--- src/verilog/tw_pkg.sv ---
// Shared constants and types for the two-wire slave transmitter
`default_nettype none
package tw_pkg;
   // Register byte offsets on the bus
   localparam logic [3:0] OWN_ADDR_OFS = 4'h0;
   localparam logic [3:0] STATUS_OFS   = 4'h4;
   localparam logic [3:0] DATA_OFS     = 4'h8;
   localparam logic [3:0] CONTROL_OFS  = 4'hc;
   // Status codes with prescaler bits masked
   localparam logic [7:0] CODE_OWN_READ  = 8'ha8;
   localparam logic [7:0] CODE_ARB_READ  = 8'hb0;
   localparam logic [7:0] CODE_DATA_ACK  = 8'hb8;
   localparam logic [7:0] CODE_DATA_NACK = 8'hc0;
   localparam logic [7:0] CODE_LAST_ACK  = 8'hc8;
   localparam logic [7:0] CODE_NO_INFO   = 8'hf8;
   localparam logic [7:0] CODE_BUS_ERROR = 8'h00;
   // Field positions in the status view
   localparam int unsigned CODE_MSB     = 7;
   localparam int unsigned CODE_LSB     = 3;
   localparam int unsigned PRESCALE_MSB = 1;
   // Reset values and fixed patterns
   localparam logic [7:0] OWN_ADDR_RESET = 8'h00;
   localparam logic [7:0] DATA_RESET     = 8'h00;
   localparam logic [7:0] IDLE_BYTE      = 8'hff;
   localparam logic [1:0] PRESCALE_RESET = 2'h0;
   localparam logic [6:0] GEN_CALL_ADDR  = 7'h00;
   localparam logic [3:0] BYTE_BITS      = 4'h8;
   // Control register layout, bit 7 down to bit 0
   typedef struct packed {
      logic job_done_flag;
      logic ack_enable;
      logic start_request;
      logic stop_request;
      logic write_collision;
      logic enable;
      logic spare_hi;
      logic spare_lo;
   } ctrl_t;
   localparam ctrl_t CONTROL_RESET = 8'h00;
   // Filtered bus line levels
   typedef struct packed {
      logic scl;
      logic sda;
   } link_t;
   localparam link_t LINK_IDLE = 2'h3;
   // Slave transmitter sequencer states
   typedef enum logic [3:0] {
      ST_IDLE, ST_ADDR, ST_ADDR_ACK, ST_WAIT, ST_TX, ST_TX_ACK, ST_BUSERR
   } state_t;
endpackage : tw_pkg
`default_nettype wire

--- src/verilog/pin_sync.sv ---
// Three-stage pin synchroniser with agreement filter
`timescale 1ns/1ps
`default_nettype none
module pin_sync #(
   parameter int unsigned WIDTH = 2,
   parameter logic [1:0]  RESET_VALUE = 2'h3
) (
   input  wire logic             clk_i,
   input  wire logic             rst_i,
   input  wire logic [WIDTH-1:0] pin_i,
   output logic      [WIDTH-1:0] level_o
);
   generate
      if (WIDTH != 2) begin : g_bad
         $error("pin_sync serves two lines only");
      end
   endgenerate
   // One chain per line, level moves once stages two and three agree
   genvar i;
   generate
      for (i = 0; i < WIDTH; i++) begin : g_bit
         logic s1_reg;
         logic s2_reg;
         logic s3_reg;
         logic level_reg;
         always_ff @(posedge clk_i) begin
            if (rst_i) begin
               s1_reg    <= RESET_VALUE[i];
               s2_reg    <= RESET_VALUE[i];
               s3_reg    <= RESET_VALUE[i];
               level_reg <= RESET_VALUE[i];
            end else begin
               s1_reg <= pin_i[i];
               s2_reg <= s1_reg;
               s3_reg <= s2_reg;
               if (s2_reg == s3_reg) level_reg <= s3_reg;
            end
         end
         assign level_o[i] = level_reg;
      end
   endgenerate
endmodule : pin_sync
`default_nettype wire

--- src/verilog/pair_buffer.sv ---
// Small circular buffer with valid and ready on both sides
`timescale 1ns/1ps
`default_nettype none
module pair_buffer #(
   parameter int unsigned WIDTH = 8,
   parameter int unsigned DEPTH = 2
) (
   input  wire logic             clk_i,
   input  wire logic             rst_i,
   input  wire logic             in_valid_i,
   output logic                  in_ready_o,
   input  wire logic [WIDTH-1:0] in_data_i,
   output logic                  out_valid_o,
   input  wire logic             out_ready_i,
   output logic      [WIDTH-1:0] out_data_o
);
   localparam int unsigned PTR_W = (DEPTH > 1) ? $clog2(DEPTH) : 1;
   localparam logic [PTR_W:0] FULL_COUNT = (PTR_W + 1)'(DEPTH);
   generate
      if (DEPTH < 2 || (DEPTH & (DEPTH - 1)) != 0) begin : g_bad
         $error("pair_buffer depth must be a power of two, at least 2");
      end
   endgenerate
   logic [WIDTH-1:0] mem_reg [DEPTH];
   logic [PTR_W-1:0] wr_ptr_reg;
   logic [PTR_W-1:0] rd_ptr_reg;
   logic [PTR_W:0]   count_reg;
   wire              push = in_valid_i & in_ready_o;
   wire              pop  = out_valid_o & out_ready_i;
   // Honest full and empty from the occupancy count
   assign in_ready_o  = count_reg != FULL_COUNT;
   assign out_valid_o = count_reg != '0;
   assign out_data_o  = mem_reg[rd_ptr_reg];
   // Pointers wrap naturally for power-of-two depth
   always_ff @(posedge clk_i) begin
      if (rst_i) begin
         wr_ptr_reg <= '0;
         rd_ptr_reg <= '0;
         count_reg  <= '0;
      end else begin
         if (push) wr_ptr_reg <= wr_ptr_reg + 1'b1;
         if (pop) rd_ptr_reg <= rd_ptr_reg + 1'b1;
         if (push && !pop) count_reg <= count_reg + 1'b1;
         else if (pop && !push) count_reg <= count_reg - 1'b1;
      end
   end
   // Storage needs no reset
   always_ff @(posedge clk_i) begin
      if (push) mem_reg[wr_ptr_reg] <= in_data_i;
   end
endmodule : pair_buffer
`default_nettype wire

--- src/verilog/tw_slave_tx.sv ---
// Two-wire slave transmitter with status codes and Wishbone registers
//
// The placing of the registers and the Wishbone slave port were chosen for this implementation.
`timescale 1ns/1ps
`default_nettype none
// Notes on behaviour
// - Own read address acked: flag, status a8
// - Lost arbitration then read: status b0
// - Data acked: status b8, await next byte
// - Data not acked: status c0, unaddressed
// - Last byte acked anyway: status c8
// - Unaddressed: recognise addresses only if ack enabled
// - Start request on c0/c8 issues start later
// - Flag clear reads status f8
// - Start or stop mid frame: status 00
// - Recovery: unaddressed, clear stop, release lines
// - Repeated start begins a new address phase
// - Status in bits 7:3, prescaler 1:0
// - Flag set in wait state holds clock line low
// - After last byte, ignore further clocking
// - General call only when address bit 0 set
module tw_slave_tx #(
   parameter int unsigned BUF_DEPTH = 2
) (
   input  wire logic        clk_i,
   input  wire logic        rst_i,
   input  wire logic        wb_cyc_i,
   input  wire logic        wb_stb_i,
   input  wire logic        wb_we_i,
   input  wire logic [3:0]  wb_adr_i,
   input  wire logic [3:0]  wb_sel_i,
   input  wire logic [31:0] wb_dat_i,
   output logic      [31:0] wb_dat_o,
   output logic             wb_ack_o,
   input  wire logic        scl_i,
   input  wire logic        sda_i,
   output logic             scl_o,
   output logic             scl_oe_o,
   output logic             sda_o,
   output logic             sda_oe_o,
   input  wire logic        arb_lost_i,
   output logic             start_issue_o
);
   generate
      if (BUF_DEPTH < 2) begin : g_bad
         $error("tw_slave_tx needs a buffer of at least two bytes");
      end
   endgenerate

   // ----------------------------------------
   // Registers
   // ----------------------------------------
   tw_pkg::state_t state_reg;
   tw_pkg::state_t state_next;
   tw_pkg::ctrl_t  ctrl_reg;
   tw_pkg::link_t  lk;
   tw_pkg::link_t  lk_prev_reg;
   logic [3:0]     cnt_reg;
   logic [3:0]     cnt_next;
   logic [7:0]     shift_reg;
   logic [7:0]     shift_next;
   logic [7:0]     code_reg;
   logic [7:0]     code_next;
   logic [7:0]     own_addr_reg;
   logic [7:0]     data_hold_reg;
   logic [1:0]     prescale_reg;
   logic           last_reg;
   logic           last_next;
   logic           got_ack_reg;
   logic           got_ack_next;
   logic           is_read_reg;
   logic           is_read_next;
   logic           sda_oe_reg;
   logic           sda_oe_next;
   logic           start_pend_reg;
   logic           busy_reg;
   logic           ack_reg;
   logic [31:0]    dat_reg;
   logic           flag_set;
   logic           pop;
   logic           release_idle;
   logic           buf_in_ready;
   logic           buf_out_valid;
   logic [7:0]     buf_out_data;

   // ----------------------------------------
   // Line sampling and bus conditions
   // ----------------------------------------
   pin_sync #(
      .WIDTH       (2),
      .RESET_VALUE (tw_pkg::LINK_IDLE)
   ) u_sync (
      .clk_i   (clk_i),
      .rst_i   (rst_i),
      .pin_i   ({scl_i, sda_i}),
      .level_o (lk)
   );

   // Edges and frame conditions from filtered levels
   wire scl_rise   = lk.scl & ~lk_prev_reg.scl;
   wire scl_fall   = ~lk.scl & lk_prev_reg.scl;
   wire both_high  = lk.scl & lk_prev_reg.scl;
   wire start_cond = both_high & lk_prev_reg.sda & ~lk.sda;
   wire stop_cond  = both_high & ~lk_prev_reg.sda & lk.sda;

   // ----------------------------------------
   // Bus slave decode
   // ----------------------------------------
   tw_pkg::ctrl_t wd;
   assign wd = tw_pkg::ctrl_t'(wb_dat_i[7:0]);
   wire job_flag   = ctrl_reg.job_done_flag;
   wire req        = wb_cyc_i & wb_stb_i & ~ack_reg;
   wire hit_own    = wb_adr_i == tw_pkg::OWN_ADDR_OFS;
   wire hit_status = wb_adr_i == tw_pkg::STATUS_OFS;
   wire hit_data   = wb_adr_i == tw_pkg::DATA_OFS;
   wire hit_ctrl   = wb_adr_i == tw_pkg::CONTROL_OFS;
   wire lane0      = wb_sel_i[0];
   wire data_push  = hit_data & wb_we_i & lane0 & job_flag;
   wire acc        = req & ~(data_push & ~buf_in_ready);
   wire wr         = acc & wb_we_i & lane0;
   wire wr_own     = wr & hit_own;
   wire wr_status  = wr & hit_status;
   wire wr_data    = wr & hit_data;
   wire wr_ctrl    = wr & hit_ctrl;
   wire flag_clear = wr_ctrl & wd.job_done_flag;
   wire recover    = flag_clear & wd.stop_request;

   // Status view: masked code, zero bit, prescaler
   wire [7:0] code_view = job_flag ? code_reg : tw_pkg::CODE_NO_INFO;
   wire [7:0] status_view = {code_view[tw_pkg::CODE_MSB:tw_pkg::CODE_LSB], 1'b0,
                             prescale_reg[tw_pkg::PRESCALE_MSB:0]};
   wire [7:0] rd_byte = hit_own    ? own_addr_reg  :
                        hit_status ? status_view   :
                        hit_data   ? data_hold_reg :
                        hit_ctrl   ? ctrl_reg      : 8'h00;

   // ----------------------------------------
   // Outgoing byte buffer
   // ----------------------------------------
   pair_buffer #(
      .WIDTH (8),
      .DEPTH (BUF_DEPTH)
   ) u_buf (
      .clk_i       (clk_i),
      .rst_i       (rst_i),
      .in_valid_i  (wr_data & job_flag),
      .in_ready_o  (buf_in_ready),
      .in_data_i   (wb_dat_i[7:0]),
      .out_valid_o (buf_out_valid),
      .out_ready_i (pop),
      .out_data_o  (buf_out_data)
   );

   // Empty buffer sends released line, all ones
   wire [7:0] byte_in = buf_out_valid ? buf_out_data : tw_pkg::IDLE_BYTE;

   // ----------------------------------------
   // Address match and frame position
   // ----------------------------------------
   wire own_read_hit = ctrl_reg.ack_enable & shift_reg[0] &
                       (shift_reg[7:1] == own_addr_reg[7:1]);
   wire gc_hit       = ctrl_reg.ack_enable & own_addr_reg[0] & ~shift_reg[0] &
                       (shift_reg[7:1] == tw_pkg::GEN_CALL_ADDR);
   wire in_frame     = (state_reg == tw_pkg::ST_ADDR && cnt_reg != 4'h0) ||
                       state_reg == tw_pkg::ST_ADDR_ACK ||
                       state_reg == tw_pkg::ST_TX ||
                       state_reg == tw_pkg::ST_TX_ACK;
   wire bus_err      = in_frame & (start_cond | stop_cond);
   wire fsm_free     = ctrl_reg.enable & ~recover & ~bus_err;
   wire addr_end     = state_reg == tw_pkg::ST_ADDR && scl_fall && cnt_reg == tw_pkg::BYTE_BITS;
   wire addr_ack_end = state_reg == tw_pkg::ST_ADDR_ACK && scl_fall;
   wire tx_ack_end   = state_reg == tw_pkg::ST_TX_ACK && scl_fall;
   wire need_byte    = code_reg == tw_pkg::CODE_OWN_READ ||
                       code_reg == tw_pkg::CODE_ARB_READ ||
                       code_reg == tw_pkg::CODE_DATA_ACK;

   // ----------------------------------------
   // Transmit sequencer
   // ----------------------------------------
   always_comb begin
      state_next   = state_reg;
      cnt_next     = cnt_reg;
      shift_next   = shift_reg;
      code_next    = code_reg;
      last_next    = last_reg;
      got_ack_next = got_ack_reg;
      is_read_next = is_read_reg;
      sda_oe_next  = sda_oe_reg;
      flag_set     = 1'b0;
      pop          = 1'b0;
      release_idle = 1'b0;
      case (state_reg)
         tw_pkg::ST_IDLE: begin
            if (start_cond) begin
               state_next = tw_pkg::ST_ADDR;
               cnt_next   = 4'h0;
            end
         end
         tw_pkg::ST_ADDR: begin
            if (start_cond) begin
               cnt_next = 4'h0;
            end else if (stop_cond) begin
               state_next = tw_pkg::ST_IDLE;
            end else if (scl_rise && cnt_reg != tw_pkg::BYTE_BITS) begin
               shift_next = {shift_reg[6:0], lk.sda};
               cnt_next   = cnt_reg + 4'h1;
            end else if (addr_end) begin
               if (own_read_hit || gc_hit) begin
                  is_read_next = own_read_hit;
                  sda_oe_next  = 1'b1;
                  state_next   = tw_pkg::ST_ADDR_ACK;
               end else begin
                  state_next = tw_pkg::ST_IDLE;
               end
            end
         end
         tw_pkg::ST_ADDR_ACK: begin
            if (scl_fall) begin
               sda_oe_next = 1'b0;
               if (is_read_reg) begin
                  flag_set   = 1'b1;
                  code_next  = arb_lost_i ? tw_pkg::CODE_ARB_READ
                                          : tw_pkg::CODE_OWN_READ;
                  state_next = tw_pkg::ST_WAIT;
               end else begin
                  state_next = tw_pkg::ST_IDLE;
               end
            end
         end
         tw_pkg::ST_WAIT: begin
            if (flag_clear && need_byte) begin
               pop         = buf_out_valid;
               shift_next  = byte_in;
               last_next   = ~wd.ack_enable;
               sda_oe_next = ~byte_in[7];
               cnt_next    = 4'h1;
               state_next  = tw_pkg::ST_TX;
            end else if (flag_clear) begin
               release_idle = 1'b1;
               state_next   = tw_pkg::ST_IDLE;
            end
         end
         tw_pkg::ST_TX: begin
            if (scl_fall && cnt_reg == tw_pkg::BYTE_BITS) begin
               sda_oe_next = 1'b0;
               state_next  = tw_pkg::ST_TX_ACK;
            end else if (scl_fall) begin
               sda_oe_next = ~shift_reg[6];
               shift_next  = {shift_reg[6:0], 1'b1};
               cnt_next    = cnt_reg + 4'h1;
            end
         end
         tw_pkg::ST_TX_ACK: begin
            if (scl_rise) begin
               got_ack_next = ~lk.sda;
            end else if (scl_fall) begin
               flag_set   = 1'b1;
               state_next = tw_pkg::ST_WAIT;
               if (!got_ack_reg) code_next = tw_pkg::CODE_DATA_NACK;
               else if (last_reg) code_next = tw_pkg::CODE_LAST_ACK;
               else code_next = tw_pkg::CODE_DATA_ACK;
            end
         end
         tw_pkg::ST_BUSERR: begin
            state_next = tw_pkg::ST_BUSERR;
         end
         default: begin
            state_next = tw_pkg::ST_IDLE;
         end
      endcase
      // Disable and recovery drop to unaddressed with lines released
      if (!ctrl_reg.enable || recover) begin
         state_next   = tw_pkg::ST_IDLE;
         sda_oe_next  = 1'b0;
         pop          = 1'b0;
         release_idle = 1'b0;
      end
      if (bus_err) begin
         state_next  = tw_pkg::ST_BUSERR;
         code_next   = tw_pkg::CODE_BUS_ERROR;
         flag_set    = 1'b1;
         sda_oe_next = 1'b0;
      end
   end

   // Sequencer state
   always_ff @(posedge clk_i) begin
      if (rst_i) begin
         state_reg   <= tw_pkg::ST_IDLE;
         cnt_reg     <= 4'h0;
         shift_reg   <= tw_pkg::IDLE_BYTE;
         code_reg    <= tw_pkg::CODE_NO_INFO;
         last_reg    <= 1'b0;
         got_ack_reg <= 1'b0;
         is_read_reg <= 1'b0;
         sda_oe_reg  <= 1'b0;
         lk_prev_reg <= tw_pkg::LINK_IDLE;
      end else begin
         state_reg   <= state_next;
         cnt_reg     <= cnt_next;
         shift_reg   <= shift_next;
         code_reg    <= code_next;
         last_reg    <= last_next;
         got_ack_reg <= got_ack_next;
         is_read_reg <= is_read_next;
         sda_oe_reg  <= sda_oe_next;
         lk_prev_reg <= lk;
      end
   end

   // ----------------------------------------
   // Software registers
   // ----------------------------------------
   always_ff @(posedge clk_i) begin
      if (rst_i) begin
         ctrl_reg      <= tw_pkg::CONTROL_RESET;
         own_addr_reg  <= tw_pkg::OWN_ADDR_RESET;
         data_hold_reg <= tw_pkg::DATA_RESET;
         prescale_reg  <= tw_pkg::PRESCALE_RESET;
      end else begin
         if (flag_set) ctrl_reg.job_done_flag <= 1'b1;
         else if (flag_clear) ctrl_reg.job_done_flag <= 1'b0;
         if (wr_ctrl) begin
            ctrl_reg.ack_enable    <= wd.ack_enable;
            ctrl_reg.start_request <= wd.start_request;
            ctrl_reg.enable        <= wd.enable;
            ctrl_reg.stop_request  <= wd.stop_request & ~wd.job_done_flag;
         end
         if (wr_data) ctrl_reg.write_collision <= ~job_flag;
         if (wr_data && job_flag) data_hold_reg <= wb_dat_i[7:0];
         if (wr_own) own_addr_reg <= wb_dat_i[7:0];
         if (wr_status) prescale_reg <= wb_dat_i[1:0];
      end
   end

   // Bus answer, start request and bus occupancy
   always_ff @(posedge clk_i) begin
      if (rst_i) begin
         ack_reg        <= 1'b0;
         dat_reg        <= 32'h0000_0000;
         start_pend_reg <= 1'b0;
         busy_reg       <= 1'b0;
      end else begin
         ack_reg <= acc;
         if (acc) dat_reg <= {24'h00_0000, rd_byte};
         if (release_idle && wd.start_request) start_pend_reg <= 1'b1;
         else if (start_issue_o || !ctrl_reg.enable) start_pend_reg <= 1'b0;
         if (start_cond) busy_reg <= 1'b1;
         else if (stop_cond) busy_reg <= 1'b0;
      end
   end

   // Outputs; clock held low only while waiting on software
   assign wb_ack_o      = ack_reg;
   assign wb_dat_o      = dat_reg;
   assign scl_o         = 1'b0;
   assign scl_oe_o      = state_reg == tw_pkg::ST_WAIT;
   assign sda_o         = 1'b0;
   assign sda_oe_o      = sda_oe_reg;
   assign start_issue_o = start_pend_reg & ~busy_reg;

   // ----------------------------------------
   // Checks
   // ----------------------------------------
   chk_own_read_code: assert property (@(posedge clk_i) disable iff (rst_i)
      addr_ack_end && is_read_reg && !arb_lost_i && fsm_free
      |=> job_flag && code_reg == tw_pkg::CODE_OWN_READ && scl_oe_o)
      else $error("own read address not reported");
   chk_arb_read_code: assert property (@(posedge clk_i) disable iff (rst_i)
      addr_ack_end && is_read_reg && arb_lost_i && fsm_free
      |=> job_flag && code_reg == tw_pkg::CODE_ARB_READ)
      else $error("read after lost arbitration not reported");
   chk_data_ack_code: assert property (@(posedge clk_i) disable iff (rst_i)
      tx_ack_end && got_ack_reg && !last_reg && fsm_free
      |=> code_reg == tw_pkg::CODE_DATA_ACK ##0 state_reg == tw_pkg::ST_WAIT)
      else $error("acked byte not reported");
   chk_nack_release: assert property (@(posedge clk_i) disable iff (rst_i)
      tx_ack_end && !got_ack_reg && fsm_free
      |=> code_reg == tw_pkg::CODE_DATA_NACK ##1 !sda_oe_o)
      else $error("nacked byte not reported");
   chk_last_ack_code: assert property (@(posedge clk_i) disable iff (rst_i)
      tx_ack_end && got_ack_reg && last_reg && fsm_free
      |=> code_reg == tw_pkg::CODE_LAST_ACK)
      else $error("acked last byte not reported");
   chk_addr_ignore: assert property (@(posedge clk_i) disable iff (rst_i)
      addr_end && !ctrl_reg.ack_enable && fsm_free |=> state_reg == tw_pkg::ST_IDLE)
      else $error("address taken while ack disabled");
   chk_start_issue: assert property (@(posedge clk_i) disable iff (rst_i)
      flag_clear && !need_byte && wd.start_request && state_reg == tw_pkg::ST_WAIT
      && ctrl_reg.enable && !recover |=> start_pend_reg)
      else $error("start request lost");
   chk_no_info_read: assert property (@(posedge clk_i) disable iff (rst_i)
      acc && hit_status && !job_flag
      |=> wb_ack_o && wb_dat_o[7:3] == tw_pkg::CODE_NO_INFO[7:3])
      else $error("status not f8 while flag clear");
   chk_bus_error: assert property (@(posedge clk_i) disable iff (rst_i)
      bus_err |=> job_flag && code_reg == tw_pkg::CODE_BUS_ERROR && !sda_oe_o)
      else $error("bus error not reported");
   chk_recover_release: assert property (@(posedge clk_i) disable iff (rst_i)
      recover && !bus_err |=> !ctrl_reg.stop_request && !scl_oe_o && !sda_oe_o)
      else $error("recovery did not release bus");
   chk_status_layout: assert property (@(posedge clk_i) disable iff (rst_i)
      acc && hit_status |=> wb_dat_o[2:0] == {1'b0, $past(prescale_reg)})
      else $error("status layout wrong");
   chk_stretch_hold: assert property (@(posedge clk_i) disable iff (rst_i)
      $rose(job_flag) && state_reg == tw_pkg::ST_WAIT && !flag_clear |=> scl_oe_o)
      else $error("clock not stretched while flag set");
endmodule : tw_slave_tx
`default_nettype wire

--- config.mk ---
export PLATFORM = sky130hd
export DESIGN_NAME = tw_slave_tx
export DESIGN_NICKNAME = d
export VERILOG_FILES = /design/src/verilog/tw_pkg.sv /design/src/verilog/pin_sync.sv /design/src/verilog/pair_buffer.sv /design/src/verilog/tw_slave_tx.sv
export SDC_FILE = /design/constraint.sdc
export NUM_CORES = 1
export LEC_CHECK = 0
export BUFFER_PORTS_ARGS = -buffer_cell sky130_fd_sc_hd__buf_2
export CAP_MARGIN = 20
export CORE_MARGIN = 5
export CORE_UTILIZATION = 50
export CTS_CLUSTER_DIAMETER = 80
export DETAILED_ROUTE_END_ITERATION = 8
export GPL_ROUTABILITY_DRIVEN = 0
export PLACE_DENSITY = 0.84
export SLEW_MARGIN = 10
export SYNTH_ARGS = -nofsm -noshare
export SYNTH_HDL_FRONTEND = slang
export SYNTH_HIERARCHICAL = 1
export SYNTH_SLANG_ARGS = --single-unit
--- constraint.sdc ---
create_clock -name clk_i -period 5.13 [get_ports clk_i]
set_input_delay 0.513 -clock clk_i [delete_from_list [all_inputs] [get_ports clk_i]]
set_output_delay 0.513 -clock clk_i [all_outputs]
set_load 0.005 [all_outputs]
After elaboration in Yosys (flattened, before gate mapping)

Memory sizes are Yosys's and may differ from the RTL's. A register that Yosys moved wholly into a read port is not among the register bits.
Index checks and enable logic that the tools add are counted.

Flip-flop bits (word level): 77
Memory bits (writable): 16
Input bits: 48
Output and inout port bits: 38
Logic and storage cells: 273
Memories kept: 1

Memories:

| memory        | words | width | read ports | clocked after Yosys merged registers in | write ports | RTL line          | source |
|---|---|---|---|---|---|---|---|
| u_buf.mem_reg | 2     | 8     | 1          | 1                                       | 1           | pair_buffer.sv:24 | `logic [WIDTH-1:0] mem_reg [DEPTH];` |

Add/sub/neg operators: 5
Equal/unequal tests: 52
Mux-type cells: 81
Bitwise operators: 51
Reduce and logical (&&, ||, !) cells: 47

Operators with widths:

| cell                                                | count |
|---|---|
| 2-to-1 mux 8 bit                                    | 17 |
| 2-to-1 mux 4 bit                                    | 18 |
| bitwise AND 1 bit                                   | 33 |
| 2-to-1 mux 1 bit                                    | 31 |
| one-hot mux 4 bit (7 select lines)                  | 1 |
| AND reduction 9 bit                                 | 3 |
| equality test 8 bit, second input constant          | 3 |
| != test 2 bit, second input constant                | 12 |
| one-hot mux 8 bit (3 select lines)                  | 1 |
| != test 3 bit, second input constant                | 7 |
| inverter 1 bit                                      | 17 |
| equality test 4 x 3 -> 1 bit, second input constant | 4 |
| != test 4 x 3 -> 1 bit, second input constant       | 4 |
| one-hot mux 4 bit (4 select lines)                  | 1 |
| one-hot mux 8 bit (2 select lines)                  | 1 |
| 2-to-1 mux 7 bit                                    | 2 |
| AND reduction 7 bit                                 | 2 |
| equality test 4 bit, second input constant          | 3 |
| nonzero test 2 bit                                  | 6 |
| nonzero test 4 bit                                  | 3 |
| logical AND 1 bit                                   | 10 |
| != test 5 x 4 -> 1 bit, second input constant       | 2 |
| AND reduction 5 bit                                 | 2 |
| equality test 4 x 2 -> 1 bit, second input constant | 2 |
| other kinds (28)                                    | 51 |

Logic depth before layout (Yosys ltp)

Gate-level depths: netlist (run 1).

Word-level depth: 19
Depth in mapped cells: 11
Gate-level depth less buffers: 10

By module

Netlist (run 1), hierarchy kept.

Modules (own cells, without submodules):

| module      | instances | cells an instance | area each (um^2) | seq. area each (um^2) |
|---|---|---|---|---|
| tw_slave_tx | 1         | 437               | 3478.3           | 1221.2 |
| pair_buffer | 1         | 49                | 805.8            | 580.6 |
| pin_sync    | 1         | 22                | 245.2            | 160.2 |

Worst setup path after synthesis (run 1)

OpenSTA, ideal clock, no wires.

Path kind: input-to-reg
Start point: in wb_adr_i[0]
End point: reg u_buf.count_reg[1]
Library setup time: 0.070 ns
Arrival time: 2.434 ns
Required time: 5.060 ns
Setup slack: 2.626 ns
Cell stages on the path: 9
Cells stage by stage: and4bb_1 and2_1 o21ai_1 nor3b_1 and2_1 and2_1 ha_1 or3_1 a21oi_1

Elaborated cells on any way between the ends: 28
Classes of those cells: 2 x eq/ne; 4 x mux; 15 x bitwise; 7 x reduce/logical

RTL lines:

| item                           | RTL line           | source |
|---|---|---|
| from (decl)                    | tw_slave_tx.sv:30  | `input wire logic [3:0] wb_adr_i,` |
| equality test 4 bit *          | tw_slave_tx.sv:115 | `wire hit_data = wb_adr_i == tw_pkg::DATA_OFS;` |
| bitwise AND 1 bit (3 in a row) | tw_slave_tx.sv:118 | `wire data_push = hit_data & wb_we_i & lane0 & job_flag;` |
| bitwise AND 1 bit              | tw_slave_tx.sv:119 | `wire acc = req & ~(data_push & ~buf_in_ready);` |
| inverter 1 bit                 | tw_slave_tx.sv:119 |  |
| bitwise AND 1 bit              | tw_slave_tx.sv:119 |  |
| bitwise AND 1 bit (2 in a row) | tw_slave_tx.sv:120 | `wire wr = acc & wb_we_i & lane0;` |
| bitwise AND 1 bit *            | tw_slave_tx.sv:123 | `wire wr_data = wr & hit_data;` |
| bitwise AND 1 bit *            | tw_slave_tx.sv:146 | `.in_valid_i (wr_data & job_flag),` |
| bitwise AND 1 bit *            | pair_buffer.sv:28  | `wire push = in_valid_i & in_ready_o;` |
| net u_buf.push                 | pair_buffer.sv:28  |  |
| zero test 1 bit                | pair_buffer.sv:44  | `else if (pop && !push) count_reg <= count_reg - 1'b1;` |
| logical AND 1 bit              | pair_buffer.sv:44  |  |
| nonzero test 2 bit (no line)   | n/a                |  |
| to (signal assigned)           | pair_buffer.sv:43  | `if (push && !pop) count_reg <= count_reg + 1'b1;` |
| to (signal assigned)           | pair_buffer.sv:44  |  |
| to (decl)                      | pair_buffer.sv:27  | `logic [PTR_W:0] count_reg;` |

The timed path passes the listed nets; every way through them passes the cells marked *.
A chain may end at the register's enable or synchronous reset.

Worst setup path in the final report (run 1)

Start point: reg state_reg[0]
End point: reg u_buf.count_reg[1]

Longest elaborated chain between the ends: 7
Elaborated cells on any way between the ends: 9
Classes of those cells: 1 x eq/ne; 3 x mux; 1 x bitwise; 4 x reduce/logical

Ends and longest elaborated chain:

| item                                                          | RTL line           | source |
|---|---|---|
| from (decl)                                                   | tw_slave_tx.sv:53  | `tw_pkg::state_t state_reg;` |
| from (signal assigned)                                        | tw_slave_tx.sv:289 | `state_reg <= tw_pkg::ST_IDLE;` |
| from (signal assigned)                                        | tw_slave_tx.sv:299 | `state_reg <= state_next;` |
| equality test 4 x 2 -> 1 bit *                                | tw_slave_tx.sv:192 | `case (state_reg)` |
| 2-to-1 mux 1 bit *                                            | tw_slave_tx.sv:192 |  |
| 2-to-1 mux 1 bit *                                            | tw_slave_tx.sv:272 | `if (!ctrl_reg.enable \|\| recover) begin` |
| net pop                                                       | tw_slave_tx.sv:80  | `logic pop;` |
| bitwise AND 1 bit *                                           | pair_buffer.sv:29  | `wire pop = out_valid_o & out_ready_i;` |
| zero test 1 bit                                               | pair_buffer.sv:43  |  |
| logical AND 1 bit                                             | pair_buffer.sv:43  |  |
| 2-to-1 mux 2 bit / nonzero test 2 bit (equally long branches) | n/a                |  |

Marked as above.

==> impl_metrics.env, run 1 <==
export IMPL_status="finished clean"
export IMPL_synthArstFlopShare_pct=0
export IMPL_synth_top_area_cell="dfxtp_1"
export IMPL_finalNetCount=578
export IMPL_maxSlewHeadroom_pct=50.3
export IMPL_syn_avg_cell_area_um2=8.92
export IMPL_setup_viol=0
export IMPL_mappedNetlistArea_um2=4530
export IMPL_worstSetupEndpointType="flip-flop"
export IMPL_drt_antenna_violating_nets=0
export IMPL_via_per_inst=5.89
export IMPL_grt_pass1_wl_um=17300
export IMPL_r2r_start="state_reg[0]"
export IMPL_worstHoldStart="sda_i"
export IMPL_peakVddDrop_uv=179
export IMPL_ys_seq_elements=90
export IMPL_utilization_pct=54.9
export IMPL_syn_to_final_growth_pct=6.30
export IMPL_clock_skew_ns=0.00686
export IMPL_diodes=0
export IMPL_synth_most_common_cell="dfxtp_1"
export IMPL_grt_max_degree=57
export IMPL_r2r_end="u_buf/count_reg[1]"
export IMPL_die_w_um=105
export IMPL_grt_pass1_vias=3537
export IMPL_crit_fanout=17
export IMPL_slew_viol_final=0
export IMPL_synthTopCellsByCount="dfxtp_1, nand2_1, a21oi_1, nor2_1, buf_4"
export IMPL_start_kind="flip-flop"
export IMPL_r2r_cells=9
export IMPL_hpwl_um=7580
export IMPL_wl_per_cell_um=16.3
export IMPL_clk_latency_ns=0.35
export IMPL_antenna_found_initial=0
export IMPL_required_ns=5.41
export IMPL_finalCriticalPeriod_ns=3.17
export IMPL_ys_seq_area_share_pct=43.3
export IMPL_worstMarginPinSlew_ns=0.746
export IMPL_row_count=34
export IMPL_cts_resized=0
export IMPL_finalCritPeriodShare_pct=61.7
export IMPL_synth_area_leaders="dfxtp_1, edfxtp_1, a21oi_1, buf_4, nand2_1"
export IMPL_io_pins=86
export IMPL_drtIter0Drc=234
export IMPL_start_util_pct=51.7
export IMPL_syn_inst=508
export IMPL_largest_reg_flops=16
export IMPL_min_path_cells=2
export IMPL_hold_slack_ns=0.337
export IMPL_grt_usage_pct=19.1
export IMPL_vias=3767
export IMPL_hold_viol=0
export IMPL_post_cts_buffers=0
export IMPL_placed_area_um2=4620
export IMPL_cts_tree="done"
export IMPL_cts_buffers=9
export IMPL_drv_cap=0
export IMPL_grt_ovfl_total=0
export IMPL_p_leak_nw=1.90
export IMPL_fmaxAchievable_mhz=316
export IMPL_ys_flop_type="dfxtp_1"
export IMPL_ys_warn_count=6
export IMPL_path_clk_slew_ns=0.08
export IMPL_die_h_um=105
export IMPL_routed_wl_um=10400
export IMPL_layout_drive_gt1_share_pct=12.4
export IMPL_cts_sinks=90
export IMPL_cts_buffer_depth=2
export IMPL_numPortBuffers=32
export IMPL_whs_endpoint="u_sync/g_bit[0].s1_reg"
export IMPL_die_area_um2=11100
export IMPL_setup_worst_path_class="flip-flop to flip-flop"
export IMPL_r2r_setup_slack_ns=1.96
export IMPL_yosys_area_top_type_share_pct=32.7
export IMPL_htree_levels=3
export IMPL_core_um2=8760
export IMPL_synthDistinctLibCells=64
export IMPL_worstHoldPathType="input pin to flip-flop"
export IMPL_hold_buffers=0
export IMPL_synth_edf_count=16
export IMPL_worstPathArrival_ns=3.44
export IMPL_rsz0062_at_grt="false"
export IMPL_power_density_nw_per_um2=260
export IMPL_fillCellCount=781
export IMPL_ctsRootBufferMaster="clkbuf_8"
export IMPL_fin_tns_setup_ns=0
export IMPL_drc=0
export IMPL_final_cell_area_um2=4810
export IMPL_drt_pass1_iter_count=5
[report_power, final]
part	switching [mW]	internal [mW]
sequential	0.00249	0.722
combinational	0.0400	0.0171
clock	0.243	0.225
[layer usage]
layer | up-vias | global-route usage (%) | part of all wire, %
met5 | - | 0 | 0
met4 | 0 | 8.31 | 3.3
met3 | 33 | 4.07 | 8.0
met2 | 168 | 31.2 | 47
met1 | 1771 | 24.5 | 42
li1 | 1795 | - | -
[stage by stage]
| stage | instances | power [mW] | setup WS, ns |
|---|---|---|---|
| final | 640 | 1.25 | 1.96 |
| after global routing | 640 | 1.30 | 1.78 |
| after CTS | 640 | 1.26 | 1.99 |
| after detailed placement | 624 | 0.797 | 2.03 |
| after global placement | 624 | 0.796 | 2.09 |
| after floorplan | 533 | 0.786 | 2.63 |
[cell type report]
class                      count  area [µm²]  share of cell area (%)
multi-input combinational    384        2320                    48.2
sequential                    90        1960                    40.7
clock buffer                  13         174                    3.61
timing repair buffer          33         168                    3.48
tap                          108         135                    2.81
inverter                       9        33.8                   0.702
clock inverter                 3        21.3                   0.442
[logic make-up (layout without fill, tap and decap cells)]
family | Yosys count | after routing | share of synthesized area, %
AOI/OAI and AO/OA | 126 | 126 | 17.9
xor gates and xnor gates | 11 | 11 | 2.13
adders and majority gates | 3 | 3 | 0.829
buffers and inverters | 59 | 58 | 7.51
DFF | 90 | 90 | 43.3
muxes | 26 | 26 | 5.97
other | 1 | 26 | 0.0828
and+or+nand+nor | 192 | 192 | 22.3
[how the worst max path moves through the flow]
stage / start / end / slack (ns)
finish: state_reg[0] / u_buf/count_reg[1] / 1.96
global route: state_reg[0] / u_buf/count_reg[1] / 1.78
CTS: state_reg[0] / u_buf/count_reg[1] / 1.99
detailed placement: state_reg[0] / u_buf/count_reg[1] / 2.03
global placement: state_reg[0] / u_buf/count_reg[1] / 2.09
floorplan: wb_adr_i[0] / u_buf/count_reg[1] / 2.63
[worst max-delay path: stages (launching register included)]
cell and delay [ns]:
dfxtp_1 0.69, and2b_1 0.29, nand2_1 0.17, inv_2 0.29, and3_1 0.38, and3_1 0.24, o21ai_0 0.14, ha_1 0.36
or3_1 0.38, a21oi_1 0.15
[placed cells by master (no fill, tap or decap), types with 4 or more instances in the layout]
cell / instances
and3_1: 6
inv_1: 8
mux2i_1: 18
o211ai_1: 11
nand3_1: 12
edfxtp_1: 16
nand3b_1: 12
o221ai_1: 6
nor2b_1: 12
or2_1: 6
buf_2: 32
mux2_2: 8
nand2_1: 56
dfxtp_1: 74
nand2b_1: 9
conb_1: 26
nor3_1: 7
nor2_1: 42
a21oi_1: 47
clkbuf_8: 10
xnor2_1: 7
a21o_1: 4
o21ai_0: 25
xor2_1: 4
Note: power is estimated with default switching activity, not from simulation.
==> run 2: changes to the inputs <==
==> constraint.sdc (replaced) <==
create_clock -name clk_i -period 3.3 [get_ports clk_i]
set_input_delay 0.33 -clock clk_i [delete_from_list [all_inputs] [get_ports clk_i]]
set_output_delay 0.33 -clock clk_i [all_outputs]
set_load 0.005 [all_outputs]
==> run 2 against run 1 <==
Effect of this change:
- worst hold slack worse by 0.17 ns
- setup slack worse by 1.5 ns
- global-route usage down 0.10 points
==> impl_metrics.env, run 2 (synthesized netlist as in run 1, its figures left out) <==
export IMPL_start_kind="flip-flop"
export IMPL_worstMarginPinSlew_ns=0.725
export IMPL_grt_use_met1_pct=24.5
export IMPL_final_cell_area_um2=4850
export IMPL_setup_ws_ns=0.459
export IMPL_diodes=0
export IMPL_grt_pass1_wl_um=17400
export IMPL_drtIter0Drc=353
export IMPL_finalNonFillerCells=644
export IMPL_slew_viol_final=0
export IMPL_finalCritPeriodShare_pct=86.1
export IMPL_grtUsageMet3_pct=3.70
export IMPL_worstSetupEndpointType="flip-flop"
export IMPL_mostFrequentLayoutCells="dfxtp_1, nand2_1, a21oi_1"
export IMPL_fmaxAchievable_mhz=352
export IMPL_maxSlewHeadroom_pct=51.3
export IMPL_hold_buffers=0
export IMPL_cts_buffer_depth=2
export IMPL_r2r_start="state_reg[2]"
export IMPL_cts_tree="done"
export IMPL_power_mw=1.95
export IMPL_crit_fanout=17
export IMPL_hold_slack_ns=0.162
export IMPL_switching_share_pct=23.5
export IMPL_post_cts_buffers=0
export IMPL_grt_busiest_layer="met2"
export IMPL_path_clk_slew_ns=0.09
export IMPL_die_w_um=105
export IMPL_fin_tns_setup_ns=0
export IMPL_io_pins=86
export IMPL_layout_drive_gt1_share_pct=13.1
export IMPL_grt_ovfl_total=0
export IMPL_clock_skew_ns=0.0105
export IMPL_r2r_setup_slack_ns=0.46
export IMPL_placed_area_um2=4650
export IMPL_core_um2=8760
export IMPL_rsz0062_at_grt="false"
export IMPL_hpwl_um=7680
export IMPL_r2r_cells=9
export IMPL_utilization_pct=55.3
export IMPL_vias=3816
export IMPL_grt_pass1_vias=3538
export IMPL_drc=0
export IMPL_finalCriticalPeriod_ns=2.84
export IMPL_pwr_share_clk_pct=37.7
export IMPL_syn_to_final_growth_pct=7.04
export IMPL_worstSetupEndpoint="u_buf/count_reg[1]"
export IMPL_r2r_end="u_buf/count_reg[1]"
export IMPL_routed_wl_um=10600
export IMPL_die_h_um=105
export IMPL_power_density_nw_per_um2=403
export IMPL_dp_cells=628
export IMPL_p_int_mw=1.49
export IMPL_drt_pass1_iter_count=5
export IMPL_finalNetCount=582
export IMPL_cts_sinks=90
export IMPL_start_util_pct=51.7
export IMPL_cts_resized=0
export IMPL_die_area_um2=11100
export IMPL_status="finished clean"
export IMPL_grt_max_degree=56
export IMPL_drv_cap=0
export IMPL_peakVddDrop_uv=354
export IMPL_cts_buffers=9
export IMPL_ctsRootBufferMaster="clkbuf_8"
export IMPL_worstPathArrival_ns=3.13
export IMPL_largest_reg_flops=16
export IMPL_p_leak_nw=1.92
export IMPL_worstHoldPathType="input pin to flip-flop"
export IMPL_final_common_cell="dfxtp_1"
export IMPL_grt_usage_pct=19.0
export IMPL_power_switching_mw=0.459
export IMPL_pwr_share_comb_pct=4.6
export IMPL_power_frac_seq_pct=57.7
export IMPL_required_ns=3.59
export IMPL_numPortBuffers=32
export IMPL_hold_viol=0
export IMPL_setup_worst_path_class="flip-flop to flip-flop"
export IMPL_setup_viol=0
export IMPL_dp_slack_ns=0.490
export IMPL_htree_levels=3
export IMPL_clk_latency_ns=0.36
export IMPL_use_met2_pct=31.6
export IMPL_wl_per_cell_um=16.5
export IMPL_row_count=34
export IMPL_drt_antenna_violating_nets=0
export IMPL_cp_startpoint="state_reg[2]"
export IMPL_via_per_inst=5.93
export IMPL_antenna_found_initial=0
run 2: cell count changes in the layout (fill, tap and decap cells not counted):
| cell | previous run | this run |
|---|---|---|
| buf_4 | 1 | 5 |
| clkbuf_4 | 1 | 0 |
| clkinv_2 | 1 | 0 |
| clkinvlp_4 | 1 | 2 |
| inv_6 | 0 | 1 |
run 2: area by class of cell:
| type | instances | area, µm² |
|---|---|---|
| Clock buffer | 12 | 166 |
| Tap cell | 108 | 135 |
| Clock inverter | 4 | 32.5 |
| Timing Repair Buffer | 37 | 198 |
| Multi-Input combinational cell | 384 | 2320 |
| Sequential cell | 90 | 1960 |
| Inverter | 9 | 33.8 |
| Fill cell | 774 | 3920 |
run 2: power groups by stage:
| stage | clock (mW) | sequential [mW] | combinational, mW |
|---|---|---|---|
| 6_report | 0.737 | 1.13 | 0.0894 |
| 5_1_grt | 0.789 | 1.13 | 0.0971 |
| 4_1_cts | 0.751 | 1.13 | 0.0871 |
| 3_5_place_dp | 0 | 1.15 | 0.0864 |
| 3_3_place_gp | 0 | 1.15 | 0.0842 |
| 2_1_floorplan | 0 | 1.15 | 0.0693 |
run 2: how the worst min path moves through the flow:
| stage | end | startpoint | cells past startpoint | slack, ns |
|---|---|---|---|---|
| finish | u_sync/g_bit[1].s1_reg | scl_i | 2 | 0.16 |
| floorplan | u_sync/g_bit[0].s2_reg | u_sync/g_bit[0].s1_reg | 1 | 0.38 |
| global placement | u_sync/g_bit[1].s2_reg | u_sync/g_bit[1].s1_reg | 1 | 0.39 |
| detailed placement | u_sync/g_bit[1].s2_reg | u_sync/g_bit[1].s1_reg | 1 | 0.39 |
| CTS | u_sync/g_bit[1].s1_reg | scl_i | 2 | 0.15 |
| global route | u_sync/g_bit[0].s1_reg | sda_i | 2 | 0.16 |
run 2: per-layer routing:
| metal | wire, µm | vias up |
|---|---|---|
| li1 | - | 1801 |
| met1 | 4480 | 1808 |
| met2 | 5100 | 181 |
| met3 | 793 | 26 |
| met4 | 249 | 0 |
| met5 | 0 | - |
run 2: critical path, cell delays in order, from the launching register on:
cell     delay [ns]
dfxtp_1        0.32
and2b_1        0.28
nand2_1        0.19
inv_2          0.26
and3_1         0.42
and3_1         0.23
o21ai_0        0.16
ha_1           0.38
or3_1          0.38
a21oi_1        0.15
